## src/crf_pkg.sv

```systemverilog
// Package for the counter roll-over flag bank: offsets, field masks, resets.
// Assumes a byte-addressed Avalon-MM slave with 32-bit data, one word per register.
package crf_pkg;
    // Register indices; byte address is four times the index
    localparam logic [7:0] CRF_IDX_PARITY = 8'h52;
    localparam logic [7:0] CRF_IDX_ALARM = 8'h53;
    localparam logic [7:0] CRF_IDX_MODE = 8'h54;
    localparam int CRF_ADDR_W = 10;
    localparam int CRF_DATA_W = 32;
    localparam int CRF_REG_W = 16;
    localparam int CRF_PAR_EVT_W = 10;
    localparam int CRF_ALM_EVT_W = 13;

    // Parity roll-over field positions
    localparam int CRF_SECTION_PARITY_WRAP = 0;
    localparam int CRF_LINE_PARITY_WRAP = 1;
    localparam int CRF_CHAN0_B3_WRAP = 2;
    localparam int CRF_CHAN1_B3_WRAP = 3;
    localparam int CRF_CHAN2_B3_WRAP = 4;
    localparam int CRF_CHAN3_B3_WRAP = 5;
    localparam int CRF_CHAN0_TEST_WRAP = 6;

    // Alarm roll-over field positions
    localparam int CRF_LINE_FAR_BLOCK_WRAP = 0;
    localparam int CRF_CHAN0_DISCARD_WRAP = 1;
    localparam int CRF_CHAN3_DISCARD_WRAP = 4;
    localparam int CRF_CHAN0_FAR_BLOCK_WRAP = 5;
    localparam int CRF_CHAN3_FAR_BLOCK_WRAP = 8;
    localparam int CRF_CHAN0_LABEL_MISMATCH_WRAP = 9;
    localparam int CRF_CHAN1_LABEL_MISMATCH_WRAP = 10;
    localparam int CRF_CHAN2_LABEL_MISMATCH_WRAP = 11;
    localparam int CRF_CHAN3_LABEL_MISMATCH_WRAP = 12;

    // Implemented bits and bits that only count in four-channel mode
    localparam logic [15:0] CRF_PAR_IMPL = 16'h03ff;
    localparam logic [15:0] CRF_PAR_FOUR_ONLY = 16'h03b8;
    localparam logic [15:0] CRF_ALM_IMPL = 16'h1fff;
    localparam logic [15:0] CRF_ALM_FOUR_ONLY = 16'h1ddc;
    localparam logic [15:0] CRF_FLAG_RESET = 16'h0000;

    // Mode register: bit 0 set selects concatenated single-channel mode
    localparam int CRF_MODE_CONCAT = 0;
    localparam logic CRF_MODE_RESET = 1'b0;
    localparam logic [31:0] CRF_RDATA_RESET = 32'h0000_0000;
endpackage
```

## src/crf_flags.sv

```systemverilog
// Sticky roll-over flag bank for the receive error and alarm counters.
// Assumes wrap pulses synchronous to clk, one cycle per counter wrap.
`timescale 1ns/100ps
module crf_flags
    import crf_pkg::*;
(
    input wire logic clk, // 100 MHz system clock
    input wire logic reset, // Synchronous, active high
    input wire logic [crf_pkg::CRF_ADDR_W-1:0] avs_address, // Byte address
    input wire logic avs_read, // Read request
    input wire logic avs_write, // Write request
    input wire logic [crf_pkg::CRF_DATA_W-1:0] avs_writedata, // Write data
    input wire logic [3:0] avs_byteenable, // Byte lanes of the write
    output logic [crf_pkg::CRF_DATA_W-1:0] avs_readdata, // Read data
    output logic avs_waitrequest, // Low for the accepting cycle
    input wire logic [crf_pkg::CRF_PAR_EVT_W-1:0] parity_wrap_evt, // Parity counter wraps
    input wire logic [crf_pkg::CRF_ALM_EVT_W-1:0] alarm_wrap_evt, // Alarm counter wraps
    output logic concat_mode // Concatenated mode selected
);
    import crf_pkg::*;

    typedef struct packed {
        logic [15:0] parity;
        logic [15:0] alarm;
        logic concat;
        logic wait_n;
        logic [31:0] rdata;
    } crf_state_t;

    crf_state_t st_ff;
    crf_state_t nxt_st;

    ////////////////////////////////////////////////////////////////////////
    // Helpers

    // Events the current mode lets through
    function automatic logic [15:0] accepted(input logic [15:0] evt,
                                             input logic [15:0] impl,
                                             input logic [15:0] four_only,
                                             input logic concat);
        logic [15:0] m;
        m = impl;
        if (concat) begin
            m = impl & ~four_only;
        end
        return evt & m;
    endfunction

    function automatic logic hits(input logic [CRF_ADDR_W-1:0] addr, input logic [7:0] idx);
        return (addr[1:0] == 2'h0) && (addr[CRF_ADDR_W-1:2] == idx);
    endfunction

    // Byte-lane merge of a 16-bit register
    function automatic logic [15:0] merged(input logic [15:0] cur, input logic [31:0] wd,
                                           input logic [3:0] be);
        logic [15:0] v;
        v = cur;
        if (be[0]) begin
            v[7:0] = wd[7:0];
        end
        if (be[1]) begin
            v[15:8] = wd[15:8];
        end
        return v;
    endfunction

    ////////////////////////////////////////////////////////////////////////
    // Bus decode

    logic take;
    logic wr_par;
    logic wr_alm;
    logic wr_mode;
    logic [15:0] par_evt;
    logic [15:0] alm_evt;

    // A request is taken on the edge where waitrequest is seen low
    assign take = (avs_read | avs_write) & st_ff.wait_n;
    assign wr_par = take & avs_write & hits(avs_address, CRF_IDX_PARITY);
    assign wr_alm = take & avs_write & hits(avs_address, CRF_IDX_ALARM);
    assign wr_mode = take & avs_write & hits(avs_address, CRF_IDX_MODE);
    assign par_evt = accepted({6'h00, parity_wrap_evt}, CRF_PAR_IMPL, CRF_PAR_FOUR_ONLY,
                              st_ff.concat);
    assign alm_evt = accepted({3'h0, alarm_wrap_evt}, CRF_ALM_IMPL, CRF_ALM_FOUR_ONLY,
                              st_ff.concat);

    ////////////////////////////////////////////////////////////////////////
    // Next state

    always_comb begin
        nxt_st = st_ff;
        // One wait cycle, then one accepting cycle
        nxt_st.wait_n = 1'b0;
        if ((avs_read | avs_write) && !st_ff.wait_n) begin
            nxt_st.wait_n = 1'b1;
        end
        if ((avs_read | avs_write) && !st_ff.wait_n) begin
            // Read data frozen a cycle early; unmapped reads return zero
            nxt_st.rdata = CRF_RDATA_RESET;
            if (hits(avs_address, CRF_IDX_PARITY)) begin
                nxt_st.rdata = {16'h0000, st_ff.parity};
            end else if (hits(avs_address, CRF_IDX_ALARM)) begin
                nxt_st.rdata = {16'h0000, st_ff.alarm};
            end else if (hits(avs_address, CRF_IDX_MODE)) begin
                nxt_st.rdata = {31'h0, st_ff.concat};
            end
        end
        if (wr_par) begin
            nxt_st.parity = merged(st_ff.parity, avs_writedata, avs_byteenable) & CRF_PAR_IMPL;
        end
        if (wr_alm) begin
            nxt_st.alarm = merged(st_ff.alarm, avs_writedata, avs_byteenable) & CRF_ALM_IMPL;
        end
        if (wr_mode && avs_byteenable[0]) begin
            nxt_st.concat = avs_writedata[CRF_MODE_CONCAT];
        end
        // Hardware set is applied after the bus writes, with only reset after it, so it wins over a clear
        nxt_st.parity = nxt_st.parity | par_evt;
        nxt_st.alarm = nxt_st.alarm | alm_evt;
        if (reset) begin
            nxt_st.parity = CRF_FLAG_RESET;
            nxt_st.alarm = CRF_FLAG_RESET;
            nxt_st.concat = CRF_MODE_RESET;
            nxt_st.wait_n = 1'b0;
            nxt_st.rdata = CRF_RDATA_RESET;
        end
    end

    always_ff @(posedge clk) begin
        st_ff <= nxt_st;
    end

    assign avs_readdata = st_ff.rdata;
    assign avs_waitrequest = ~st_ff.wait_n;
    assign concat_mode = st_ff.concat;
endmodule

```

## config.mk

```make
export PLATFORM = sky130hd
export DESIGN_NAME = crf_flags
export DESIGN_NICKNAME = d
export VERILOG_FILES = /design/src/crf_pkg.sv /design/src/crf_flags.sv
export SDC_FILE = /design/constraint.sdc
export NUM_CORES = 1
export LEC_CHECK = 0
export BUFFER_PORTS_ARGS = -buffer_cell sky130_fd_sc_hd__buf_4
export CAP_MARGIN = 25
export CORE_AREA = 4 4 70 72
export DETAILED_ROUTE_END_ITERATION = 8
export DIE_AREA = 0 0 74 76
export GPL_TIMING_DRIVEN = 0
export PLACE_DENSITY_LB_ADDON = 0.12
export SYNTH_ARGS = -nofsm -noshare
export SYNTH_HDL_FRONTEND = slang
export SYNTH_SLANG_ARGS = --single-unit
```

## constraint.sdc

```tcl
create_clock -name clk -period 3 [get_ports clk]
set_input_delay 0.3 -clock clk [delete_from_list [all_inputs] [get_ports clk]]
set_output_delay 0.3 -clock clk [all_outputs]
set_load 0.02 [all_outputs]
```

Yosys cells after proc, flatten, opt, wreduce, memory -nomap -nowiden

Index checks and enable logic that the tools add are counted.

Register bits: 66
Word-level logic and storage cells: 38

Mux-type cells: 12
Reduce and logical (&&, ||, !) cells: 7
Equal/unequal tests: 3
Bitwise operators: 11

Operators with widths:

| kind                                           | number |
|---|---|
| 2-to-1 mux 16 bit                              | 4 |
| bitwise OR 16 bit                              | 2 |
| == test 8 x 7 -> 1 bit (second input constant) | 3 |
| bitwise AND 10 x 16 -> 16 bit                  | 1 |
| bitwise AND 13 x 16 -> 16 bit                  | 1 |
| 2-to-1 mux 8 bit                               | 2 |
| 2-to-1 mux 13 bit                              | 1 |
| 2-to-1 mux 10 bit                              | 1 |
| bitwise AND 1 bit                              | 5 |
| logical AND 1 bit                              | 5 |
| 2-to-1 mux 5 bit                               | 1 |
| logical NOT 2 bit                              | 1 |
| 2-to-1 mux 1 bit                               | 2 |
| 2-to-1 mux 2 bit                               | 1 |
| logical NOT 1 bit                              | 1 |
| NOT 1 bit                                      | 1 |
| bitwise OR 1 bit                               | 1 |

Logic depth before layout (Yosys ltp)

Gate-level depths: netlist of run 1.

Depth in word-level cells: 6
Depth in mapped cells: 6

Worst setup path after synthesis of run 1

Ideal clock, no wire load.

Path kind: input-to-reg
Start: input port avs_address[1] (netlist bit)
End: register st_ff[41] (netlist bit)
Stages on the path: 6
Path buffers: 2
Data required time: 2.921 ns
Arrival: 1.626 ns
Setup slack: 1.295 ns
Cell sequence: or3_1 buf_6 nor4_4 buf_6 nor3_1 a211oi_2

Longest elaborated chain between the ends: 5

RTL lines:

| element              | line             | source |
|---|---|---|
| start, declared      | crf_flags.sv:9   | `input wire logic [crf_pkg::CRF_ADDR_W-1:0] avs_address,` |
| logical NOT 2 bit    | crf_flags.sv:50  | `return (addr[1:0] == 2'h0) && (addr[CRF_ADDR_W-1:2] == idx);` |
| logical AND 1 bit    | crf_flags.sv:50  |  |
| bitwise AND 1 bit    | crf_flags.sv:80  | `assign wr_alm = take & avs_write & hits(avs_address, CRF_IDX_ALARM);` |
| 2-to-1 mux 16 bit    | crf_flags.sv:111 | `if (wr_alm) begin` |
| bitwise OR 16 bit    | crf_flags.sv:119 | `nxt_st.alarm = nxt_st.alarm \| alm_evt;` |
| end signal, assigned | crf_flags.sv:130 | `st_ff <= nxt_st;` |
| end, declared        | crf_flags.sv:30  | `crf_state_t st_ff;` |

Every way passes these cells.
A chain may end at the register's enable or synchronous reset.

Worst setup path in the final report of run 1

Start: register st_ff[32] (netlist bit)
End: register st_ff, in the netlist avs_readdata[12]

Longest elaborated chain between the ends: 2

RTL lines:

| element           | line            | source |
|---|---|---|
| logical NOT 1 bit | crf_flags.sv:97 | `if ((avs_read \| avs_write) && !st_ff.wait_n) begin` |
| logical AND 1 bit | crf_flags.sv:97 |  |

Every way passes these cells.

==> flow_summary_export.csv, run 1 <==
group,metric,value,unit
status,status,"finished clean",
grt,grt_max_degree,12,
yosys,ys_ff_latch,38,
power_and_ir_drop,p_int,0.812,mW
routing,vias,1866,
floorplan,design.core.area,0.00429,mm^2
yosys,synth.avg_cell_area,8.90,um^2
floorplan,die_area,0.00562,mm^2
worst_setup_path,crit_arrival,2.03,ns
yosys,ys.flop_type,"dfxtp_1",
grt,antenna_found_initial,0,
sta,worst_slack,1.19,ns
clocking,cts_root_buf,"clkbuf_8",
worst_setup_path,path_max_fanout,10,
clocking,clkSinkCount,38,
routing,dr.pass1.iters,4,
worst_setup_path,cp-startpoint,"st_ff[32]",
power_and_ir_drop,power_leakage,1.24,nW
sta,finalSetupTns,0,ns
yosys,synthArstFlopShare,0,%
floorplan,initial_utilization,47.9,%
worst_setup_path,worstSetupPathType,"flip-flop to flip-flop",
clocking,cts_setup_buffers,0,
sta,finalHoldViolations,0,
hold_path,hold_class,"input port to flip-flop",
power_and_ir_drop,p_clk_share,32.3,%
yosys,synth.largest_area_cell,"dfxtp_1",
yosys,synth_edf_count,0,
final_layout,drive_gt1_share,38.3,%
clocking,cts_hold_buffers,0,
grt,grt_pass1_wl,8.01,mm
yosys,yosysUniqueCellTypes,33,
sta,worstMarginPinSlew,0.603,ns
routing,routed_wl,5.08,mm
floorplan,die_x,74,um
final_layout,syn_to_final_growth,34.3,%
grt,gr-usage-all-layers,18.2,%
power_and_ir_drop,power_switching,0.270,mW
placed_design,dp_hpwl,3.82,mm
run,maxCapViolCount,0,
yosys,synth-xor-area-share,0,%
power_and_ir_drop,swShare,24.9,%
placed_design,routabilityCongestion,0.811,
clocking,cts_resized,0,
sta,fin_crit_sh,60.5,%
routing,remaining_drc_errors,0,
routing,drt-initial-drc-count,78,
sta,slew-limit-headroom,59.8,%
yosys,synth.area.mux_share,5.90,%
yosys,ys_seq_area_share,37.0,%
sta,whs,0.281,ns
placed_design,pre_cts_slack,0.964,ns
yosys,synth-simple-area-share,28.2,%
clocking,clk_path_buf_depth,2,
clocking,clk_pin_slew,0.07,ns
sta,finalSetupViolations,0,
worst_setup_path,startpoint_type,"flip-flop",
clocking,h-tree-depth,2,
sta,report.final.slew_viol_count,0,
yosys,synth_area_leaders,"dfxtp_1 37%, buf_4 12%, nor3_1 6.3%",
grt,grt_pass1_vias,1741,
final_layout,antenna_cells,0,
worst_setup_path,cp.required,3.21,ns
floorplan,ios,107,
sta,finalClockSkew,0.00235,ns
floorplan,die_h,76,um
yosys,yosysTopAreaCellShare,37.0,%
yosys,yosys_warnings,0,
yosys,syn_inst,231,
placed_design,io_buffers,64,
yosys,netlist_area,0.00206,mm^2
clocking,cts_tree,"done",
final_layout,fin_nets,393,
power_and_ir_drop,ir_drop,0.339,mV
clocking,clk_latency,0.28,ns
worst_setup_path,r2r-start,"st_ff[32]",
power_and_ir_drop,power_frac_comb,17.7,%
power_and_ir_drop,power_density,392,mW/mm^2
final_layout,final_common_cell,"buf_4",
yosys,synth_adder_area_share,0,%
final_layout,final_cell_mix,"97 x buf_4, 38 x dfxtp_1, 32 x nor2_1, 26 x nor3_1, 19 x conb_1",
sta,fin_crit,1.81,ns
sta,max_freq,0.551,GHz
clocking,cts_made_buffers,5,
routing,ant_nets,0,
worst_setup_path,cp-end-kind,"flip-flop",
routing,wl_per_cell,13.6,um
yosys,synth_top_family_by_area,"simple AND/OR/NAND/NOR gates",
yosys,synth_compound_area_share,13.2,%
hold_path,holdCritStartpoint,"avs_writedata[11]",
floorplan,rows,24,
sta,grt_setup_unrepaired,"no",
grt,overflow,0,
routing,viasPerCell,5.00,
power_and_ir_drop,seqPwrFrac,50.0,%
[metal layers]
metal  part of all wire (%)  global-route usage (%)  up-vias  wire, um
met5                      0                       0        -         0
met2                     47                    29.6       74      2390
li1                       -                       -      955         -
met1                     43                    23.8      833      2180
met4                    1.2                    6.16        0        59
met3                    8.8                    3.43        4       447
[state kept, by name, indices dropped and copies added (netlist names)]
signal / flops
st_ff: 24
avs_readdata: 13
concat_mode: 1
[cells in the mapped netlist (4+ instances only)]
library cell   n
a211oi_2       4
nand2b_1       4
dfxtp_1       38
nor3_1        26
clkbuf_1       9
nor2_1        32
nor3b_1        4
a22oi_1        9
mux2_2         9
nor2b_1       12
buf_4         33
a211oi_1      13
[cell type report]
type | instances | area, um^2
fill | 404 | 1530
multi-input combinational | 165 | 1040
sequential | 38 | 761
timing repair buffer | 64 | 480
buffer | 45 | 315
clock buffer | 7 | 86.3
tap | 52 | 65.1
clock inverter | 1 | 5.00
inverter | 1 | 3.75
[through the flow]
step           instances  total power [mW]  utilization [%]  instance area (um^2)
2_1_floorplan        249             0.667                -                  2120
3_3_place_gp         365             0.740             62.2                  2670
3_5_place_dp         365             0.743             62.2                  2670
4_1_cts              373              1.09             64.3                  2760
5_1_grt              373              1.13             64.3                  2760
6_report             373              1.08             64.3                  2760
[power groups by stage]
| stage | clock network [mW] | logic [mW] | registers (mW) |
|---|---|---|---|
| after floorplan | 0 | 0.119 | 0.548 |
| after global placement | 0 | 0.188 | 0.551 |
| after detailed placement | 0 | 0.191 | 0.552 |
| after CTS | 0.358 | 0.192 | 0.540 |
| after global routing | 0.380 | 0.211 | 0.543 |
| final | 0.349 | 0.192 | 0.541 |
[cell families after synthesis]
group                  after synthesis
buffers and inverters               46
flip-flops                          38
AND/OR/NAND/NOR                    101
other                                1
AO/OA/AOI/OAI                       34
multiplexers                        11
[worst max-delay path, cell delays in order, from the launching register on]
cell and delay (ns):
dfxtp_1 0.38, o21bai_1 0.31, nor4_1 0.54, buf_4 0.28, a32oi_1 0.11, nor2_1 0.13
[path summary, 6_finish.rpt]
| kind | slack, ns | cells after the start | endpoint |
|---|---|---|---|
| setup / recovery | 1.19 | 5 | avs_readdata[12] |
| hold / removal | 0.28 | 3 | st_ff[45] |
| setup reg to reg | 1.19 | 5 | avs_readdata[12] |
| hold reg to reg | 0.47 | 2 | avs_readdata[0] |
(Power assumes the default switching activity.)
==> run 2: changes to the inputs <==
ABC_AREA = 1   (was unset)
CORE_AREA = 4 4 76 78   (was 4 4 70 72)
DIE_AREA = 0 0 80 82   (was 0 0 74 76)
clock period = 1.76 ns   (was 3 ns; I/O delays follow)
==> run 2 against run 1 <==
Effect of this change: combinational power increased to 2.6 times the previous value; utilization fell by 2.6 points; die area rose by 17%; count of clock-buffer cells in the layout stayed put; highest routed layer unchanged; routed wire length is 23% higher; flip-flop and latch count unchanged; largest cell class unchanged.
==> flow_summary_export.csv, run 2 <==
group,metric,value,unit
clocking,clk_pin_slew,0.08,ns
placed_design,routabilityCongestion,0.824,
hold_path,holdCritStartpoint,"parity_wrap_evt[6]",
clocking,clk_latency,0.29,ns
worst_setup_path,startpoint_type,"flip-flop",
yosys,synth_common_cells,"134 x nand2_1, 53 x inv_1, 38 x dfxtp_1, 32 x buf_4, 27 x nor2_1",
floorplan,die_h,82,um
yosys,ys_seq_area_share,31.7,%
clocking,cts_root_buf,"clkbuf_8",
worst_setup_path,worstSetupPathType,"flip-flop to flip-flop",
sta,finalHoldViolations,0,
final_layout,stdcell_count,543,
final_layout,final_cell_mix,"134 x nand2_1, 96 x buf_4, 53 x inv_1, 38 x dfxtp_1, 27 x nor2_1",
sta,fin_crit,1.46,ns
worst_setup_path,cp_cell_sequence,"nand2_1 > inv_1 > clkbuf_1 > nand4_1 > nand3_1 > nand2_1 > inv_1",
worst_setup_path,r2r-end,"st_ff[58]",
routing,ant_nets,0,
final_layout,antenna_cells,0,
routing,remaining_drc_errors,0,
yosys,ys.flop_type,"dfxtp_1",
placed_design,io_buffers,64,
placed_design,dp.cells,535,
sta,finalClockSkew,0.00844,ns
worst_setup_path,path_max_fanout,10,
status,status,"finished clean",
floorplan,initial_utilization,47.3,%
worst_setup_path,crit_path_max_incr_delay,0.46,ns
hold_path,hold_class,"input port to flip-flop",
final_layout,regMostFlops,"st_ff",
floorplan,rows,26,
grt,antenna_found_initial,0,
sta,worstMarginPinSlew,0.549,ns
grt,grt_pass1_vias,2243,
clocking,clk_path_buf_depth,2,
sta,finalSetupViolations,0,
yosys,yosys_warnings,0,
worst_setup_path,r2r-start,"st_ff[32]",
grt,grt_max_degree,12,
floorplan,die_area,0.00656,mm^2
clocking,cts_resized,0,
routing,wl_per_cell,11.5,um
power_and_ir_drop,ir_drop,0.388,mV
clocking,cts_tree,"done",
worst_setup_path,rrSetupSlack,0.30,ns
clocking,cts_setup_buffers,0,
sta,max_freq,0.687,GHz
power_and_ir_drop,power_density,662,mW/mm^2
yosys,synthArstFlopShare,0,%
clocking,cts_made_buffers,5,
routing,drt-initial-drc-count,103,
worst_setup_path,cp-end-kind,"flip-flop",
yosys,ys_ff_latch,38,
worst_setup_path,crit_arrival,1.70,ns
clocking,clkSinkCount,38,
yosys,synth.avg_cell_area,6.27,um^2
yosys,yosysUniqueCellTypes,27,
yosys,synth_edf_count,0,
sta,report.final.slew_viol_count,0,
sta,finalSetupTns,0,ns
clocking,cts_hold_buffers,0,
yosys,netlist_area,0.00240,mm^2
routing,dr.pass1.iters,4,
floorplan,die_x,80,um
worst_setup_path,cp.required,2.00,ns
final_layout,final_common_cell,"nand2_1",
final_layout,fin_nets,545,
final_layout,drive_gt1_share,26.6,%
yosys,syn_inst,383,
grt,grt_pass1_wl,9.79,mm
final_layout,syn_to_final_growth,30.3,%
grt,gr-usage-all-layers,19.5,%
worst_setup_path,worstRegToRegCells,7,
routing,viasPerCell,4.51,
routing,routed_wl,6.22,mm
final_layout,largest_register_ffs,24,
yosys,synth_area_leaders,"dfxtp_1 32%, nand2_1 21%, buf_4 10%",
floorplan,ios,107,
floorplan,design.core.area,0.00507,mm^2
clocking,h-tree-depth,2,
placed_design,dp_hpwl,4.78,mm
power_and_ir_drop,power_leakage,1.81,nW
routing,vias,2447,
sta,grt_setup_unrepaired,"no",
yosys,synth.largest_area_cell,"dfxtp_1",
yosys,synth.most_common_cell,"nand2_1",
sta,fin_crit_sh,82.7,%
worst_setup_path,crit_slowest_cell,"clkbuf_1",
run,maxCapViolCount,0,
grt,overflow,0,
final_layout,fill_cells,522,
hold_path,hold_end,"st_ff[56]",
hold_path,hold_depth,3,
yosys,yosysTopAreaCellShare,31.7,%
final_layout,final_core_util,61.7,%
sta,slew-limit-headroom,63.4,%
-- run 2: worst max-delay path by stage --
| stage | from | to | slack, ns | cells past startpoint |
|---|---|---|---|---|
| CTS | concat_mode | st_ff[36] | 0.33 | 6 |
| floorplan | st_ff[32] | avs_readdata[1] | 0.54 | 7 |
| finish | st_ff[32] | st_ff[58] | 0.30 | 7 |
| detailed placement | avs_address[7] | st_ff[51] | 0.29 | 9 |
| global placement | concat_mode | st_ff[36] | 0.35 | 6 |
| global route | concat_mode | st_ff[36] | 0.21 | 6 |
-- run 2: layer usage --
layer / vias up / wire, um / global-route usage (%)
li1: 1306 / - / -
met1: 1048 / 2620 / 23.3
met2: 83 / 2980 / 33.3
met3: 10 / 507 / 4.61
met4: 0 / 110 / 8.28
met5: - / 0 / 0
-- run 2: report_power, final --
part           internal [mW]  switching (mW)
Sequential             0.920          0.0358
Combinational          0.236           0.262
Clock                  0.316           0.302
-- run 2: logic make-up after synthesis --
| kind of cell | count (synthesis) | share of synthesized area [%] |
|---|---|---|
| other | 1 | 0.156 |
| AO/OA/AOI/OAI | 34 | 8.12 |
| AND/OR/NAND/NOR | 202 | 36.2 |
| buffers and inverters | 105 | 22.4 |
| multiplexers | 3 | 1.41 |
| flip-flops | 38 | 31.7 |
-- run 2: final cells by class --
| class | instances | area (um^2) | share of cell area (%) |
|---|---|---|---|
| buffer | 47 | 320 | 10.2 |
| multi-input combinational | 258 | 1170 | 37.4 |
| sequential | 38 | 761 | 24.3 |
| inverter | 58 | 219 | 7.00 |
| timing repair buffer | 64 | 480 | 15.4 |
| clock inverter | 1 | 5.00 | 0.160 |
| clock buffer | 7 | 86.3 | 2.76 |
| tap | 70 | 87.6 | 2.80 |
-- run 2: through the flow --
| step | setup WS (ns) | hold slack (ns) | area [um^2] | total power, mW |
|---|---|---|---|---|
| finish | 0.304 | 0.0771 | 3130 | 2.07 |
| global route | 0.214 | 0.0682 | 3130 | 2.19 |
| CTS | 0.332 | 0.0662 | 3130 | 2.09 |
| detailed placement | 0.293 | 0.378 | 3040 | 1.47 |
| global placement | 0.350 | 0.372 | 3040 | 1.46 |
| floorplan | 0.545 | 0.287 | 2470 | 1.29 |
-- run 2: critical path, delay by kind of cell (launching register included) --
kind | cells | cell delay, ns
flops | 1 | 0.33
buf+inv | 3 | 0.67
simple gates | 4 | 0.42
==> run 3: changes to the inputs <==
clock period = 1.4 ns   (was 1.76 ns; I/O delays follow)
==> run 3 against run 2 <==
Effect of this change: critical path depth up 1; flip-flop and latch count unchanged; non-clock buffer count shrank 1; first-iteration DRC count rose by 22%; combinational power is 26% higher; clock power up 25%; total power up 26%; via count fell by 0.41%; largest cell class unchanged; largest power group unchanged; highest routed layer unchanged.
==> flow_summary_export.csv, run 3 (synthesis results as in run 2) <==
group,metric,value,unit
status,status,"finished clean",
worst_setup_path,startpoint_type,"flip-flop",
worst_setup_path,crit_top_cell,"nand2_1",
clocking,clkSinkCount,38,
floorplan,die_h,82,um
power_and_ir_drop,ir_drop,0.488,mV
sta,worst_slack,0.106,ns
worst_setup_path,crit_path_max_incr_delay,0.33,ns
clocking,clk_latency,0.29,ns
floorplan,die_x,80,um
worst_setup_path,crit_slowest_cell,"dfxtp_1",
sta,whs,0.0413,ns
clocking,cts_made_buffers,5,
clocking,cts_tree,"done",
power_and_ir_drop,power_leakage,1.82,nW
final_layout,fill_cells,523,
sta,fin_crit,1.29,ns
worst_setup_path,cp-end-kind,"flip-flop",
clocking,h-tree-depth,2,
final_layout,syn_to_final_growth,30.6,%
sta,finalHoldViolations,0,
placed_design,dp_hpwl,4.78,mm
routing,wl_per_cell,11.3,um
routing,viasPerCell,4.50,
sta,finalClockSkew,0.00709,ns
final_layout,final_core_util,61.8,%
worst_setup_path,cp.required,1.59,ns
clocking,cts_hold_buffers,0,
grt,overflow,0,
clocking,cts_root_buf,"clkbuf_8",
sta,worstMarginPinSlew,0.529,ns
placed_design,pre_cts_slack,-0.0307,ns
final_layout,antenna_cells,0,
worst_setup_path,worstSetupPathType,"flip-flop to flip-flop",
placed_design,routabilityCongestion,0.824,
sta,slew-limit-headroom,64.7,%
routing,vias,2437,
clocking,clk_path_buf_depth,2,
grt,gr-usage-all-layers,19.3,%
routing,routed_wl,6.15,mm
power_and_ir_drop,power_density,830,mW/mm^2
routing,dr.pass1.iters,4,
sta,grt_setup_unrepaired,"no",
routing,remaining_drc_errors,0,
grt,grt_pass1_vias,2236,
final_layout,final_cell_mix,"134 x nand2_1, 96 x buf_4, 53 x inv_1, 38 x dfxtp_1, 27 x nor2_1",
worst_setup_path,cp_cell_sequence,"nand2_1 > inv_1 > nand3_4 > buf_2 > nand2_1 > nand3_1 > nand2_1 > inv_1",
hold_path,hold_class,"input port to flip-flop",
sta,max_freq,0.773,GHz
floorplan,ios,107,
run,maxCapViolCount,0,
worst_setup_path,crit_arrival,1.48,ns
routing,ant_nets,0,
final_layout,regMostFlops,"st_ff",
final_layout,final_common_cell,"nand2_1",
floorplan,design.core.area,0.00507,mm^2
floorplan,rows,26,
floorplan,die_area,0.00656,mm^2
sta,finalSetupTns,0,ns
placed_design,io_buffers,64,
sta,report.final.slew_viol_count,0,
final_layout,fin_nets,544,
power_and_ir_drop,finalPower,2.60,mW
grt,antenna_found_initial,0,
floorplan,initial_utilization,47.3,%
routing,drt-initial-drc-count,126,
sta,fin_crit_sh,92.4,%
final_layout,largest_register_ffs,24,
grt,grt_max_degree,17,
sta,finalSetupViolations,0,
clocking,clk_pin_slew,0.07,ns
final_layout,drive_gt1_share,26.9,%
worst_setup_path,path_max_fanout,10,
grt,grt_pass1_wl,9.74,mm
## run 3: cell types whose count changed in the layout (fill, tap and decap cells not counted)
cell and delta:
buf_2 -1, clkbuf_4 +1, clkbuf_1 -2, nand3_2 -1, nand3_4 +1, clkbuf_2 +1
## run 3: power breakdown
part,internal (mW),leakage [nW],switching [mW],total (mW)
registers,1.16,0.316,0.0452,1.20
logic,0.299,1.45,0.331,0.629
clock network,0.397,0.0482,0.377,0.774
total,1.85,1.82,0.753,2.60
## run 3: worst paths after layout
check	from	end	slack (ns)	cells past startpoint
setup reg to reg	st_ff[32]	st_ff[44]	0.11	8
hold / removal	parity_wrap_evt[6]	st_ff[56]	0.04	3
setup / recovery	st_ff[32]	st_ff[44]	0.11	8
hold reg to reg	avs_readdata[0]	avs_readdata[0]	0.47	2
## run 3: final cells by class
class	count	area, um^2	share of cell area (%)
Buffer	46	320	10.2
Clock buffer	7	86.3	2.75
Clock inverter	1	5.00	0.160
Inverter	58	219	6.98
Multi-Input combinational cell	258	1180	37.5
Sequential cell	38	761	24.3
Tap cell	70	87.6	2.79
Timing Repair Buffer	64	480	15.3
## run 3: layer usage
metal / vias up / global-route usage, % / wire length, um
met3: 10 / 4.61 / 516
met1: 1034 / 23.2 / 2610
li1: 1305 / - / -
met4: 0 / 8.11 / 114
met2: 88 / 32.9 / 2910
met5: - / 0 / 0
## run 3: through the flow
| stage | instances | area [um^2] |
|---|---|---|
| 2_1_floorplan | 401 | 2470 |
| 3_3_place_gp | 535 | 3040 |
| 3_5_place_dp | 535 | 3040 |
| 4_1_cts | 542 | 3130 |
| 5_1_grt | 542 | 3140 |
| 6_report | 542 | 3140 |
## run 3: timing repair
action / in CTS / in global routing
gates cloned: 0 / 0
buffers inserted: 0 / 0
gates resized for setup: 1 / 2
endpoints found under the setup margin: 2 / 6
## run 3: worst max-delay path: cells and delay by family, from the launching register on
kind          cells  cell delay [ns]
simple gates      5             0.44
buf+inv           3             0.43
flops             1             0.33
